--- src/common/tcc_pkg.sv ---
// Package with register map, field positions, encodings and types of the capture counter
package tcc_pkg;
  localparam logic [7:0] ADDR_GLOBAL_CTRL  = 8'h00;
  localparam logic [7:0] ADDR_COMMAND      = 8'h04;
  localparam logic [7:0] ADDR_CTRL         = 8'h08;
  localparam logic [7:0] ADDR_STATUS       = 8'h0C;
  localparam logic [7:0] ADDR_COUNT        = 8'h10;
  localparam logic [7:0] ADDR_CC           = 8'h14;
  localparam logic [7:0] ADDR_CC_BUFF      = 8'h18;
  localparam logic [7:0] ADDR_PERIOD       = 8'h1C;
  localparam logic [7:0] ADDR_TRIG_SRC     = 8'h20;
  localparam logic [7:0] ADDR_TRIG_EDGE    = 8'h24;
  // Control register fields
  localparam int CTRL_SWAP_BIT   = 0;
  localparam int CTRL_PRE_LSB    = 8;
  localparam int CTRL_DIR_LSB    = 16;
  localparam int CTRL_ONESHOT    = 18;
  localparam int CTRL_MODE_LSB   = 24;
  // Command register bits (write one)
  localparam int CMD_CAPTURE     = 0;
  localparam int CMD_RELOAD      = 1;
  localparam int CMD_STOP        = 2;
  localparam int CMD_START       = 3;
  localparam logic [2:0] MODE_TIMER   = 3'h0;
  localparam logic [2:0] MODE_CAPTURE = 3'h2;
  localparam logic [1:0] DIR_UP    = 2'h0;
  localparam logic [1:0] DIR_DOWN  = 2'h1;
  localparam logic [1:0] DIR_UPDN0 = 2'h2;
  localparam logic [1:0] DIR_UPDN1 = 2'h3;
  localparam logic [1:0] EDGE_RISE = 2'h0;
  localparam logic [1:0] EDGE_FALL = 2'h1;
  localparam logic [1:0] EDGE_BOTH = 2'h2;
  localparam logic [1:0] EDGE_NONE = 2'h3;
  localparam logic [15:0] PERIOD_RESET  = 16'hFFFF;
  localparam logic [31:0] CTRL_RESET    = 32'h0000_0000;
  localparam logic [31:0] TRIG_SRC_RST  = 32'h0000_0000;
  localparam logic [31:0] TRIG_EDGE_RST = 32'hFFFF_FFFF;
  localparam logic [1:0]  OVUN_HOLD_CYC = 2'h2;
  // Trigger slot order inside the select registers
  localparam int TRG_CAPTURE = 0;
  localparam int TRG_COUNT   = 1;
  localparam int TRG_RELOAD  = 2;
  localparam int TRG_STOP    = 3;
  localparam int TRG_START   = 4;
  localparam int NUM_TRG     = 5;

  typedef struct packed {
    logic [2:0]  mode;
    logic        one_shot;
    logic [1:0]  dir;
    logic [7:0]  prescale;
    logic        swap;
  } tcc_ctrl_t;

  typedef struct packed {
    logic cc;
    logic ov;
    logic un;
    logic tc;
  } tcc_events_t;
endpackage

--- src/core/tcc_counter.sv ---
// Capture/timer counter with APB register access
//
// Decided for this implementation: register access over APB and the register offsets.
`timescale 1ns/1ps
module tcc_counter #(
  parameter int NUM_TRIG_IN = 16
) (
  input  wire logic                   pclk,
  input  wire logic                   presetn,
  input  wire logic                   psel,
  input  wire logic                   penable,
  input  wire logic                   pwrite,
  input  wire logic [7:0]             paddr,
  input  wire logic [31:0]            pwdata,
  output logic      [31:0]            prdata,
  output logic                        pready,
  output logic                        pslverr,
  input  wire logic [NUM_TRIG_IN-1:0] trig_in,
  output tcc_pkg::tcc_events_t        events,
  output logic                        running
);
  typedef enum logic [2:0] {
    ST_IDLE = 3'b001,
    ST_RUN  = 3'b010,
    ST_HALT = 3'b100
  } tcc_state_t;

  tcc_state_t state;
  tcc_state_t next_state;
  logic        enabled;
  logic [31:0] ctrl_word;
  logic [31:0] trig_src;
  logic [31:0] trig_edge;
  logic [15:0] count;
  logic [15:0] cc_reg;
  logic [15:0] cc_buff;
  logic [15:0] period;
  logic        dir_down;
  logic [7:0]  pre_cnt;
  logic [1:0]  ov_cnt;
  logic [1:0]  un_cnt;
  logic        cc_pulse;
  logic        tc_pulse;
  logic [NUM_TRIG_IN-1:0] trig_q;
  logic [tcc_pkg::NUM_TRG-1:0] trig_ev;
  logic [tcc_pkg::NUM_TRG-1:0] trig_pend;

  tcc_pkg::tcc_ctrl_t ctrl;
  assign ctrl.mode     = ctrl_word[tcc_pkg::CTRL_MODE_LSB +: 3];
  assign ctrl.one_shot = ctrl_word[tcc_pkg::CTRL_ONESHOT];
  assign ctrl.dir      = ctrl_word[tcc_pkg::CTRL_DIR_LSB +: 2];
  assign ctrl.prescale = ctrl_word[tcc_pkg::CTRL_PRE_LSB +: 8];
  assign ctrl.swap     = ctrl_word[tcc_pkg::CTRL_SWAP_BIT];

  // APB decode, zero wait states
  wire wr_en = psel & penable & pwrite;
  wire is_wr_glob  = wr_en & (paddr == tcc_pkg::ADDR_GLOBAL_CTRL);
  wire is_wr_cmd   = wr_en & (paddr == tcc_pkg::ADDR_COMMAND);
  wire is_wr_ctrl  = wr_en & (paddr == tcc_pkg::ADDR_CTRL);
  wire is_wr_count = wr_en & (paddr == tcc_pkg::ADDR_COUNT);
  wire is_wr_cc    = wr_en & (paddr == tcc_pkg::ADDR_CC);
  wire is_wr_ccb   = wr_en & (paddr == tcc_pkg::ADDR_CC_BUFF);
  wire is_wr_per   = wr_en & (paddr == tcc_pkg::ADDR_PERIOD);
  wire is_wr_tsrc  = wr_en & (paddr == tcc_pkg::ADDR_TRIG_SRC);
  wire is_wr_tedge = wr_en & (paddr == tcc_pkg::ADDR_TRIG_EDGE);
  wire addr_hit = (paddr <= tcc_pkg::ADDR_TRIG_EDGE) && (paddr[1:0] == 2'h0);
  wire [3:0] cmd = is_wr_cmd ? pwdata[3:0] : 4'h0;

  assign pready  = 1'b1;
  assign pslverr = psel & penable & ~addr_hit;

  // Edge detect per trigger slot; source index is 4 bits, edge select 2 bits
  function automatic logic edge_hit(input logic cur, input logic prev, input logic [1:0] sel);
    unique case (sel)
      tcc_pkg::EDGE_RISE: edge_hit = cur & ~prev;
      tcc_pkg::EDGE_FALL: edge_hit = ~cur & prev;
      tcc_pkg::EDGE_BOTH: edge_hit = cur ^ prev;
      tcc_pkg::EDGE_NONE: edge_hit = 1'b0;
    endcase
  endfunction

  genvar g;
  generate
    for (g = 0; g < tcc_pkg::NUM_TRG; g++) begin : g_trig
      wire [3:0] src  = trig_src[g*4 +: 4];
      wire [1:0] esel = trig_edge[g*2 +: 2];
      assign trig_ev[g] = edge_hit(trig_in[src], trig_q[src], esel);
    end
  endgenerate

  // Count clock tick from the prescaler
  wire tick = (pre_cnt == ctrl.prescale);
  // Odd number of capture edges in one count period toggles the pending bit
  wire cap_hw    = trig_pend[tcc_pkg::TRG_CAPTURE];
  wire count_src = (trig_src[tcc_pkg::TRG_COUNT*4 +: 4] == 4'h0) &&
                   (trig_edge[tcc_pkg::TRG_COUNT*2 +: 2] == tcc_pkg::EDGE_NONE);
  wire count_ev  = count_src ? 1'b1 : trig_pend[tcc_pkg::TRG_COUNT];
  wire is_timer  = (ctrl.mode == tcc_pkg::MODE_TIMER);
  wire is_cap    = (ctrl.mode == tcc_pkg::MODE_CAPTURE);
  wire mode_ok   = is_timer | is_cap;
  wire cnt_tick  = tick & (state == ST_RUN) & count_ev & mode_ok;
  wire updown    = ctrl.dir[1];

  wire start_req  = cmd[tcc_pkg::CMD_START] |
                    (trig_ev[tcc_pkg::TRG_START] & enabled);
  wire stop_req   = cmd[tcc_pkg::CMD_STOP] | trig_ev[tcc_pkg::TRG_STOP];
  wire reload_req = cmd[tcc_pkg::CMD_RELOAD] | trig_ev[tcc_pkg::TRG_RELOAD];
  wire cap_req    = is_cap & (state == ST_RUN) &
                    ((tick & cap_hw) | cmd[tcc_pkg::CMD_CAPTURE]);

  // End-point detection
  wire at_top  = (count == period);
  wire at_zero = (count == 16'h0000);
  wire going_down = updown ? dir_down : (ctrl.dir == tcc_pkg::DIR_DOWN);
  wire hit_ov = cnt_tick & ~going_down & at_top;
  wire hit_un = cnt_tick & going_down & at_zero;
  logic tc_now;
  always_comb begin
    unique case (ctrl.dir)
      tcc_pkg::DIR_UP:    tc_now = hit_ov;
      tcc_pkg::DIR_DOWN:  tc_now = hit_un;
      tcc_pkg::DIR_UPDN0: tc_now = hit_un;
      tcc_pkg::DIR_UPDN1: tc_now = hit_un | hit_ov;
    endcase
  end
  // Capture mode also flags at the period value regardless of direction
  wire ov_now = hit_ov | (is_cap & cnt_tick & at_top & going_down);

  logic [15:0] next_count;
  always_comb begin
    next_count = count;
    if (reload_req) begin
      next_count = (ctrl.dir == tcc_pkg::DIR_DOWN) ? period : 16'h0000;
    end else if (cnt_tick) begin
      if (updown) begin
        // No reload at the ends, only turn around                              // 
        if (~dir_down & at_top)
          next_count = count - 16'h0001;
        else if (dir_down & at_zero)
          next_count = count + 16'h0001;
        else
          next_count = dir_down ? count - 16'h0001 : count + 16'h0001;
      end else if (ctrl.dir == tcc_pkg::DIR_DOWN) begin
        next_count = at_zero ? period : count - 16'h0001;
      end else begin
        next_count = at_top ? 16'h0000 : count + 16'h0001;
      end
    end
  end

  logic next_dir_down;
  always_comb begin
    next_dir_down = dir_down;
    if (reload_req)
      next_dir_down = 1'b0;
    else if (cnt_tick & updown & ~dir_down & at_top)
      next_dir_down = 1'b1;
    else if (cnt_tick & updown & dir_down & at_zero)
      next_dir_down = 1'b0;
  end

  always_comb begin
    next_state = state;
    unique case (state)
      ST_IDLE: if (start_req & enabled) next_state = ST_RUN;
      ST_RUN: begin
        if (~enabled | stop_req)
          next_state = ST_IDLE;
        else if (ctrl.one_shot & tc_now)
          next_state = ST_HALT;
      end
      ST_HALT: begin
        if (~enabled) next_state = ST_IDLE;
        else if (start_req) next_state = ST_RUN;
      end
      default: next_state = ST_IDLE;
    endcase
  end

  wire cmp_hit = is_timer & cnt_tick & (count == cc_reg);

  // Registers
  always_ff @(posedge pclk or negedge presetn) begin
    if (!presetn) begin
      enabled   <= 1'b0;
      ctrl_word <= tcc_pkg::CTRL_RESET;
      trig_src  <= tcc_pkg::TRIG_SRC_RST;
      trig_edge <= tcc_pkg::TRIG_EDGE_RST;
      period    <= tcc_pkg::PERIOD_RESET;
    end else begin
      if (is_wr_glob)  enabled   <= pwdata[0];
      if (is_wr_ctrl)  ctrl_word <= pwdata;
      if (is_wr_tsrc)  trig_src  <= pwdata;
      if (is_wr_tedge) trig_edge <= pwdata;
      if (is_wr_per)   period    <= pwdata[15:0];
    end
  end

  always_ff @(posedge pclk or negedge presetn) begin
    if (!presetn) begin
      cc_reg  <= 16'h0000;
      cc_buff <= 16'h0000;
    end else if (cap_req) begin
      cc_buff <= cc_reg;
      cc_reg  <= count;
    end else if (cmp_hit & ctrl.swap) begin
      cc_reg  <= cc_buff;
      cc_buff <= cc_reg;
    end else begin
      if (is_wr_cc)  cc_reg  <= pwdata[15:0];
      if (is_wr_ccb) cc_buff <= pwdata[15:0];
    end
  end

  // Writing the count while running is allowed; the write replaces that cycle's count step
  always_ff @(posedge pclk or negedge presetn) begin
    if (!presetn) begin
      count    <= 16'h0000;
      dir_down <= 1'b0;
      state    <= ST_IDLE;
    end else begin
      count    <= is_wr_count ? pwdata[15:0] : next_count;
      dir_down <= next_dir_down;
      state    <= next_state;
    end
  end

  // Prescaler restarts when stopped so the first count comes a full period later
  always_ff @(posedge pclk or negedge presetn) begin
    if (!presetn)
      pre_cnt <= 8'h00;
    else if (state != ST_RUN | tick)
      pre_cnt <= 8'h00;
    else
      pre_cnt <= pre_cnt + 8'h01;
  end

  // Trigger edges between ticks: parity kept so paired edges cancel
  always_ff @(posedge pclk or negedge presetn) begin
    if (!presetn) begin
      trig_q    <= '0;
      trig_pend <= '0;
    end else begin
      trig_q <= trig_in;
      for (int i = 0; i < tcc_pkg::NUM_TRG; i++) begin
        if (tick)
          trig_pend[i] <= trig_ev[i];
        else
          trig_pend[i] <= trig_pend[i] ^ trig_ev[i];
      end
    end
  end

  // Overflow and underflow stretched to two system clocks
  always_ff @(posedge pclk or negedge presetn) begin
    if (!presetn) begin
      ov_cnt   <= 2'h0;
      un_cnt   <= 2'h0;
      cc_pulse <= 1'b0;
      tc_pulse <= 1'b0;
    end else begin
      ov_cnt   <= ov_now ? tcc_pkg::OVUN_HOLD_CYC :
                  (ov_cnt != 2'h0) ? ov_cnt - 2'h1 : 2'h0;
      un_cnt   <= hit_un ? tcc_pkg::OVUN_HOLD_CYC :
                  (un_cnt != 2'h0) ? un_cnt - 2'h1 : 2'h0;
      cc_pulse <= cmp_hit | cap_req;
      tc_pulse <= tc_now | (is_cap & ov_now);
    end
  end

  assign events.cc = cc_pulse;
  assign events.ov = (ov_cnt != 2'h0);
  assign events.un = (un_cnt != 2'h0);
  assign events.tc = tc_pulse;
  assign running   = (state == ST_RUN);

  // Read mux
  logic [31:0] rd_mux;
  always_comb begin
    rd_mux = 32'h0000_0000;
    unique case (paddr)
      tcc_pkg::ADDR_GLOBAL_CTRL: rd_mux = {31'h0, enabled};
      tcc_pkg::ADDR_CTRL:        rd_mux = ctrl_word;
      tcc_pkg::ADDR_STATUS:      rd_mux = {29'h0, state == ST_HALT, dir_down,
                                           state == ST_RUN};
      tcc_pkg::ADDR_COUNT:       rd_mux = {16'h0, count};
      tcc_pkg::ADDR_CC:          rd_mux = {16'h0, cc_reg};
      tcc_pkg::ADDR_CC_BUFF:     rd_mux = {16'h0, cc_buff};
      tcc_pkg::ADDR_PERIOD:      rd_mux = {16'h0, period};
      tcc_pkg::ADDR_TRIG_SRC:    rd_mux = trig_src;
      tcc_pkg::ADDR_TRIG_EDGE:   rd_mux = trig_edge;
      default:                   rd_mux = 32'h0000_0000;
    endcase
  end

  always_ff @(posedge pclk or negedge presetn) begin
    if (!presetn)
      prdata <= 32'h0000_0000;
    else if (psel & ~penable & ~pwrite)
      prdata <= rd_mux;
  end
endmodule

--- config.mk ---
export PLATFORM = sky130hd
export DESIGN_NAME = tcc_counter
export DESIGN_NICKNAME = d
export VERILOG_FILES = /design/src/common/tcc_pkg.sv /design/src/core/tcc_counter.sv
export SDC_FILE = /design/constraint.sdc
export NUM_CORES = 1
export LEC_CHECK = 0
export BUFFER_PORTS_ARGS = -buffer_cell sky130_fd_sc_hd__buf_2
export CAP_MARGIN = 40
export CORE_MARGIN = 3
export CORE_UTILIZATION = 54
export DETAILED_ROUTE_END_ITERATION = 10
export HOLD_SLACK_MARGIN = 0.06
export PLACE_DENSITY = 0.77
export REMOVE_ABC_BUFFERS = 1
export SETUP_SLACK_MARGIN = 0.3
export SLEW_MARGIN = 0
export SYNTH_ARGS = -nofsm -noshare
export SYNTH_HDL_FRONTEND = slang
export SYNTH_SLANG_ARGS = --single-unit
--- constraint.sdc ---
create_clock -name pclk -period 5.43 [get_ports pclk]
set_input_delay 1.629 -clock pclk [delete_from_list [all_inputs] [get_ports pclk]]
set_output_delay 1.629 -clock pclk [all_outputs]
set_load 0.05 [all_outputs]
### Word level (Yosys, flattened, before mapping)

Index checks and enable logic that the tools add are counted.

| word-level totals | value |
|---|---|
| register bits | 232 |
| logic and storage cells | 242 |
| output and inout bits | 39 |

| cells by class | value |
|---|---|
| mux-type cells | 66 |
| bitwise gates (word level) | 88 |
| eq/ne operators | 38 |
| add/subtract/negate cells | 5 |
| magnitude comparators | 6 |
| reduce and logical (&&, ||, !) cells | 21 |

Operators by type and width:

| cell | count |
|---|---|
| 32-bit case mux with 9 select lines | 1 |
| 16-bit two-way mux | 17 |
| 1-bit AND | 51 |
| 1-bit binary-select mux with 4-bit select | 10 |
| 16-bit == test | 2 |
| 8-bit by 5-bit == test with 1-bit output, second input constant | 4 |
| 4-bit by 5-bit < comparator with 1-bit output, second input constant | 5 |
| 2-bit == test, second input constant | 12 |
| 1-bit two-way mux | 20 |
| 1-bit case mux with 4 select lines | 5 |
| 16-bit by 1-bit adder with 16-bit output, second input constant | 1 |
| 8-bit by 4-bit == test with 1-bit output, second input constant | 2 |
| 8-bit by 6-bit == test with 1-bit output, second input constant | 2 |
| 16-bit zero test | 1 |
| 1-bit inverter | 16 |
| 16-bit by 1-bit subtractor with 16-bit output, second input constant | 1 |
| 3-bit two-way mux | 5 |
| 2-bit zero test | 7 |
| 2-bit by 1-bit == test with 1-bit output, second input constant | 6 |
| 3-bit nonzero test | 4 |
| 1-bit OR | 11 |
| 1-bit bitwise XOR | 10 |
| 3-bit case mux with 3 select lines | 1 |
| 8-bit by 1-bit adder with 8-bit output, second input constant | 1 |
| other kinds (22) | 29 |

### Logic depth before layout (Yosys ltp)

| depth | value |
|---|---|
| depth in word-level cells | 13 |
| mapped depth | 13 |
| mapped depth without buffers | 11 |

### Worst setup path after synthesis

OpenSTA, ideal clock, no wires.

| timing | value |
|---|---|
| path type | in2out |
| start | in paddr[6] |
| end | out pslverr |
| data arrival time | 2.549 ns |
| buffers on the path | 0 |
| setup slack | 1.252 ns |
| stages on the path | 2 |
| cells stage by stage | nor2_1 > a31oi_1 |

| between the ends | value |
|---|---|
| word-level cells in the longest chain between the ends | 4 |

RTL lines:

| what | RTL line | text |
|---|---|---|
| start, declared | tcc_counter.sv:13 | `input wire logic [7:0] paddr,` |
| 8-bit by 6-bit <= comparator with 1-bit output | tcc_counter.sv:66 | `wire addr_hit = (paddr <= tcc_pkg::ADDR_TRIG_EDGE) && (paddr[1:0] == 2'h0);` |
| 1-bit logical AND | tcc_counter.sv:66 |  |
| 1-bit inverter | tcc_counter.sv:70 | `assign pslverr = psel & penable & ~addr_hit;` |
| 1-bit AND | tcc_counter.sv:70 |  |
| end, declared | tcc_counter.sv:17 | `output logic pslverr,` |

Every way passes these cells.

### Worst setup path in the final report

| timing | value |
|---|---|
| start | in trig_in[3] |
| end | reg count[7] |

| between the ends | value |
|---|---|
| word-level cells in the longest chain between the ends | 8 |
| elaborated cells on any way between the ends | 11 |
| those cells by class | 5 x mux; 5 x bitwise; 1 x reduce/logical |

RTL lines:

| what | RTL line | text |
|---|---|---|
| start, declared | tcc_counter.sv:18 | `input wire logic [NUM_TRIG_IN-1:0] trig_in,` |
| 1-bit binary-select mux with 4-bit select (*) | tcc_counter.sv:87 | `assign trig_ev[g] = edge_hit(trig_in[src], trig_q[src], esel);` |
| 1-bit two-way mux (not written as such) (*) | tcc_counter.sv:87 |  |
| 1-bit inverter | tcc_counter.sv:76 | `tcc_pkg::EDGE_FALL: edge_hit = ~cur & prev;` |
| 1-bit AND | tcc_counter.sv:76 |  |
| 1-bit case mux with 4 select lines (*) | tcc_counter.sv:74 | `unique case (sel)` |
| 1-bit OR (*) | tcc_counter.sv:107 | `wire reload_req = cmd[tcc_pkg::CMD_RELOAD] \| trig_ev[tcc_pkg::TRG_RELOAD];` |
| 16-bit two-way mux | tcc_counter.sv:132 | `if (reload_req) begin` |
| 16-bit two-way mux | tcc_counter.sv:222 | `count <= is_wr_count ? pwdata[15:0] : next_count;` |
| end signal, assigned | tcc_counter.sv:222 |  |
| end, declared | tcc_counter.sv:34 | `logic [15:0] count;` |

Every way passes the cells marked *; elsewhere a longest branch is shown, timed or not. The select of a mux whose other input is x is not followed.
A chain may end at the register's enable or synchronous reset.

==> reports/qor.yml <==
timing:
  finalMaxSlewViolations: 0
  final.setup.tns_ps: 0
  finClkSkew_ps: 16.0
  fmaxAchievable_mhz: 231
  timing.final.crit_period_ps: 4320
  relSlewSlack_pct: 40.6
  rsz0062_at_grt: "false"
  max_slew.worst_pin.slew_ps: 891
  fraction_of_the_cycle_the_final_worst_path_needs_pct: 79.6
  timing.final.hold_violations: 0
  setup_viol: 0
drt:
  wire_per_inst_um: 24.8
  drtPass1Iterations: 8
  remaining_drc_errors: 0
  antenna_left: 0
  wl_mm: 38.5
  drt_iter0_drc: 1396
  route.detailed.vias_per_inst: 6.78
  vias: 10500
grt:
  number_of_global_route_vias_before_repair: 10400
  grt_pass1_wl_mm: 59.6
  antenna_found_initial: 1
  grt_util_all_layers_pct: 28.8
  maximum_number_of_pins_on_one_net_before_global_route_repair: 119
  overflow: 0
cells_and_area:
  finish.utilization_pct: 61.5
  finalNonFillerCells: 1551
  area.growth.synth_to_final_pct: 10.4
  insertedDiodeCount: 0
  layout.nets: 1291
  ratio_of_cells_with_drive_above_1_in_the_final_layout_pct: 33.3
  stdcell_area_um2: 14600
hold_path:
  hold_end: "ov_cnt[0]"
  worst_hold_path.num_cells: 1
  holdCritStartpoint: "ov_cnt[0]"
  timing.hold.worst.class: "register to register"
worst_setup_path:
  r2r_end: "count[7]"
  timing.reg2reg.setup_slack_ps: 1470
  critPathArrivalTime_ps: 4730
  worst_r2r_path_depth: 10
  timing.critical_path.required_ps: 5840
  setup.worst_path.class: "primary input to register"
  path_max_fanout: 12
  start_kind: "primary input"
  reg2reg_from: "trig_src[8]"
  crit_path_end_kind: "register"
yosys:
  synth.ff_latch_count: 229
  synth.top_cells.by_count: "dfrtp_1 (180), mux2_2 (117), nor2_1 (89), nand2_1 (63)"
  synth_area_per_cell_um2: 11.5
  synth_enable_flop_cells: 0
  synth_sequential_area_ratio_pct: 43.7
  synthArstFlopShare_pct: 100
  ys_types: 83
  dominant_cell_type_by_area_after_synthesis: "dfrtp_1"
  synth_warnings: 0
  synth_most_common_cell: "dfrtp_1"
  synth_area_um2: 13300
  yosys-top-cells-area: "dfrtp_1 (34%), mux2_2 (9.9%), dfstp_2 (9.7%)"
  synth_top_area_share_pct: 34.0
  syn_inst: 1156
  ys_dominant_reg_cell: "dfrtp_1"
clock_network:
  clkSinkCount: 229
  clk_pin_slew_ps: 60
  cts-root-buf: "clkbuf_16"
  htree_num_levels: 1
  clk_path_buf_depth: 3
  worstSkewPairLatency_ps: 550
  postCtsHoldBufs: 0
  cts-resized-gates: 0
  postCtsSetupRepairBufs: 0
  tritoncts: "built"
  tritoncts.num_buffers: 25
die:
  fp.dieArea_um2: 26500
  floorplan.rows: 56
  start_util_pct: 55.7
  fp.dieH_um: 163
  coreArea_um2: 23800
  ioPinCount: 100
  die_w_um: 163
placement:
  dpl-instance-area_um2: 13800
  place_hpwl_mm: 26.5
  placement.io_buffers: 98
  routabilityCongestion: 0.952
  dp_cells: 1506
pwr:
  power.density_nw_per_um2: 281
  leakagePower_uw: 0.00652
  vdd_drop_max_v: 0.000230
  total_power_uw: 4120
status:
  run_status: "finished clean"
job:
  max_cap_viol_count: 0
## cells in the final DEF, fill, tap and decap left out, types with 10 or more instances in the layout
cell type,n
a211oi_1,14
a21o_1,15
a21oi_1,40
a221oi_1,23
a222oi_1,33
a22o_1,21
a31oi_1,21
buf_2,97
buf_4,22
clkbuf_16,25
dfrtp_1,180
dfstp_2,49
ha_1,16
inv_1,22
mux2_2,117
mux2i_1,36
mux4_2,50
nand2_1,63
nand3_1,20
nor2_1,85
nor3_1,10
nor4_1,13
o21ai_0,40
o22ai_1,13
xnor2_1,16
xor2_1,45
## kinds of logic after synthesis
| family | share of synthesized area, % |
|---|---|
| AOI/OAI and AO/OA | 14.8 |
| and+or+nand+nor | 10.2 |
| DFF | 43.7 |
| muxes | 21.1 |
| buffers and inverters | 4.54 |
| xor gates and xnor gates | 4.03 |
| adders and majority gates | 1.51 |
| other | 0.0283 |
## critical path, stage by stage
cell      delay (ps)
buf_2            130
mux4_2           500
mux4_2           510
ha_1             210
mux2i_1          130
o22ai_1          140
a21o_2           310
o21a_1           390
and3_1           310
a222oi_1         310
o21ai_0          150
## area by class of cell
type	count	area, µm²
clock buffers	38	714
clock inverters	7	81.3
multi-input cells	814	6890
flip-flops and latches	229	5790
repair buffers	121	681
well taps	319	399
inverters	23	86.3
fillers	1913	9180
## stage by stage
step,hold slack [ps],worst slack (ps)
2_1_floorplan,424,-93.3
3_3_place_gp,437,752
3_5_place_dp,445,642
4_1_cts,459,1200
5_1_grt,483,1020
6_report,457,1110
## metal layers
layer,global-route usage (%),part of all wire (%),routed length (µm)
met1,39.3,39,14800
met2,44.9,46,17600
met3,6.64,11,4340
met4,11.6,4.3,1670
met5,0,0.018,7
## worst max-delay path by stage
stage | from | endpoint | slack [ps]
6_report | trig_in[3] | count[7] | 1110
5_1_grt | trig_in[3] | count[7] | 1020
4_1_cts | trig_in[3] | count[3] | 1200
3_5_place_dp | trig_in[15] | count[3] | 640
3_3_place_gp | trig_in[3] | count[7] | 750
2_1_floorplan | penable | prdata[0] | -90
## power breakdown
group | switching (µW) | internal, µW | leakage, µW
Sequential | 103 | 1780 | 0.00281
Clock | 714 | 960 | 0.000387
Combinational | 370 | 187 | 0.00331
Note: power is estimated with default switching activity, not from simulation.
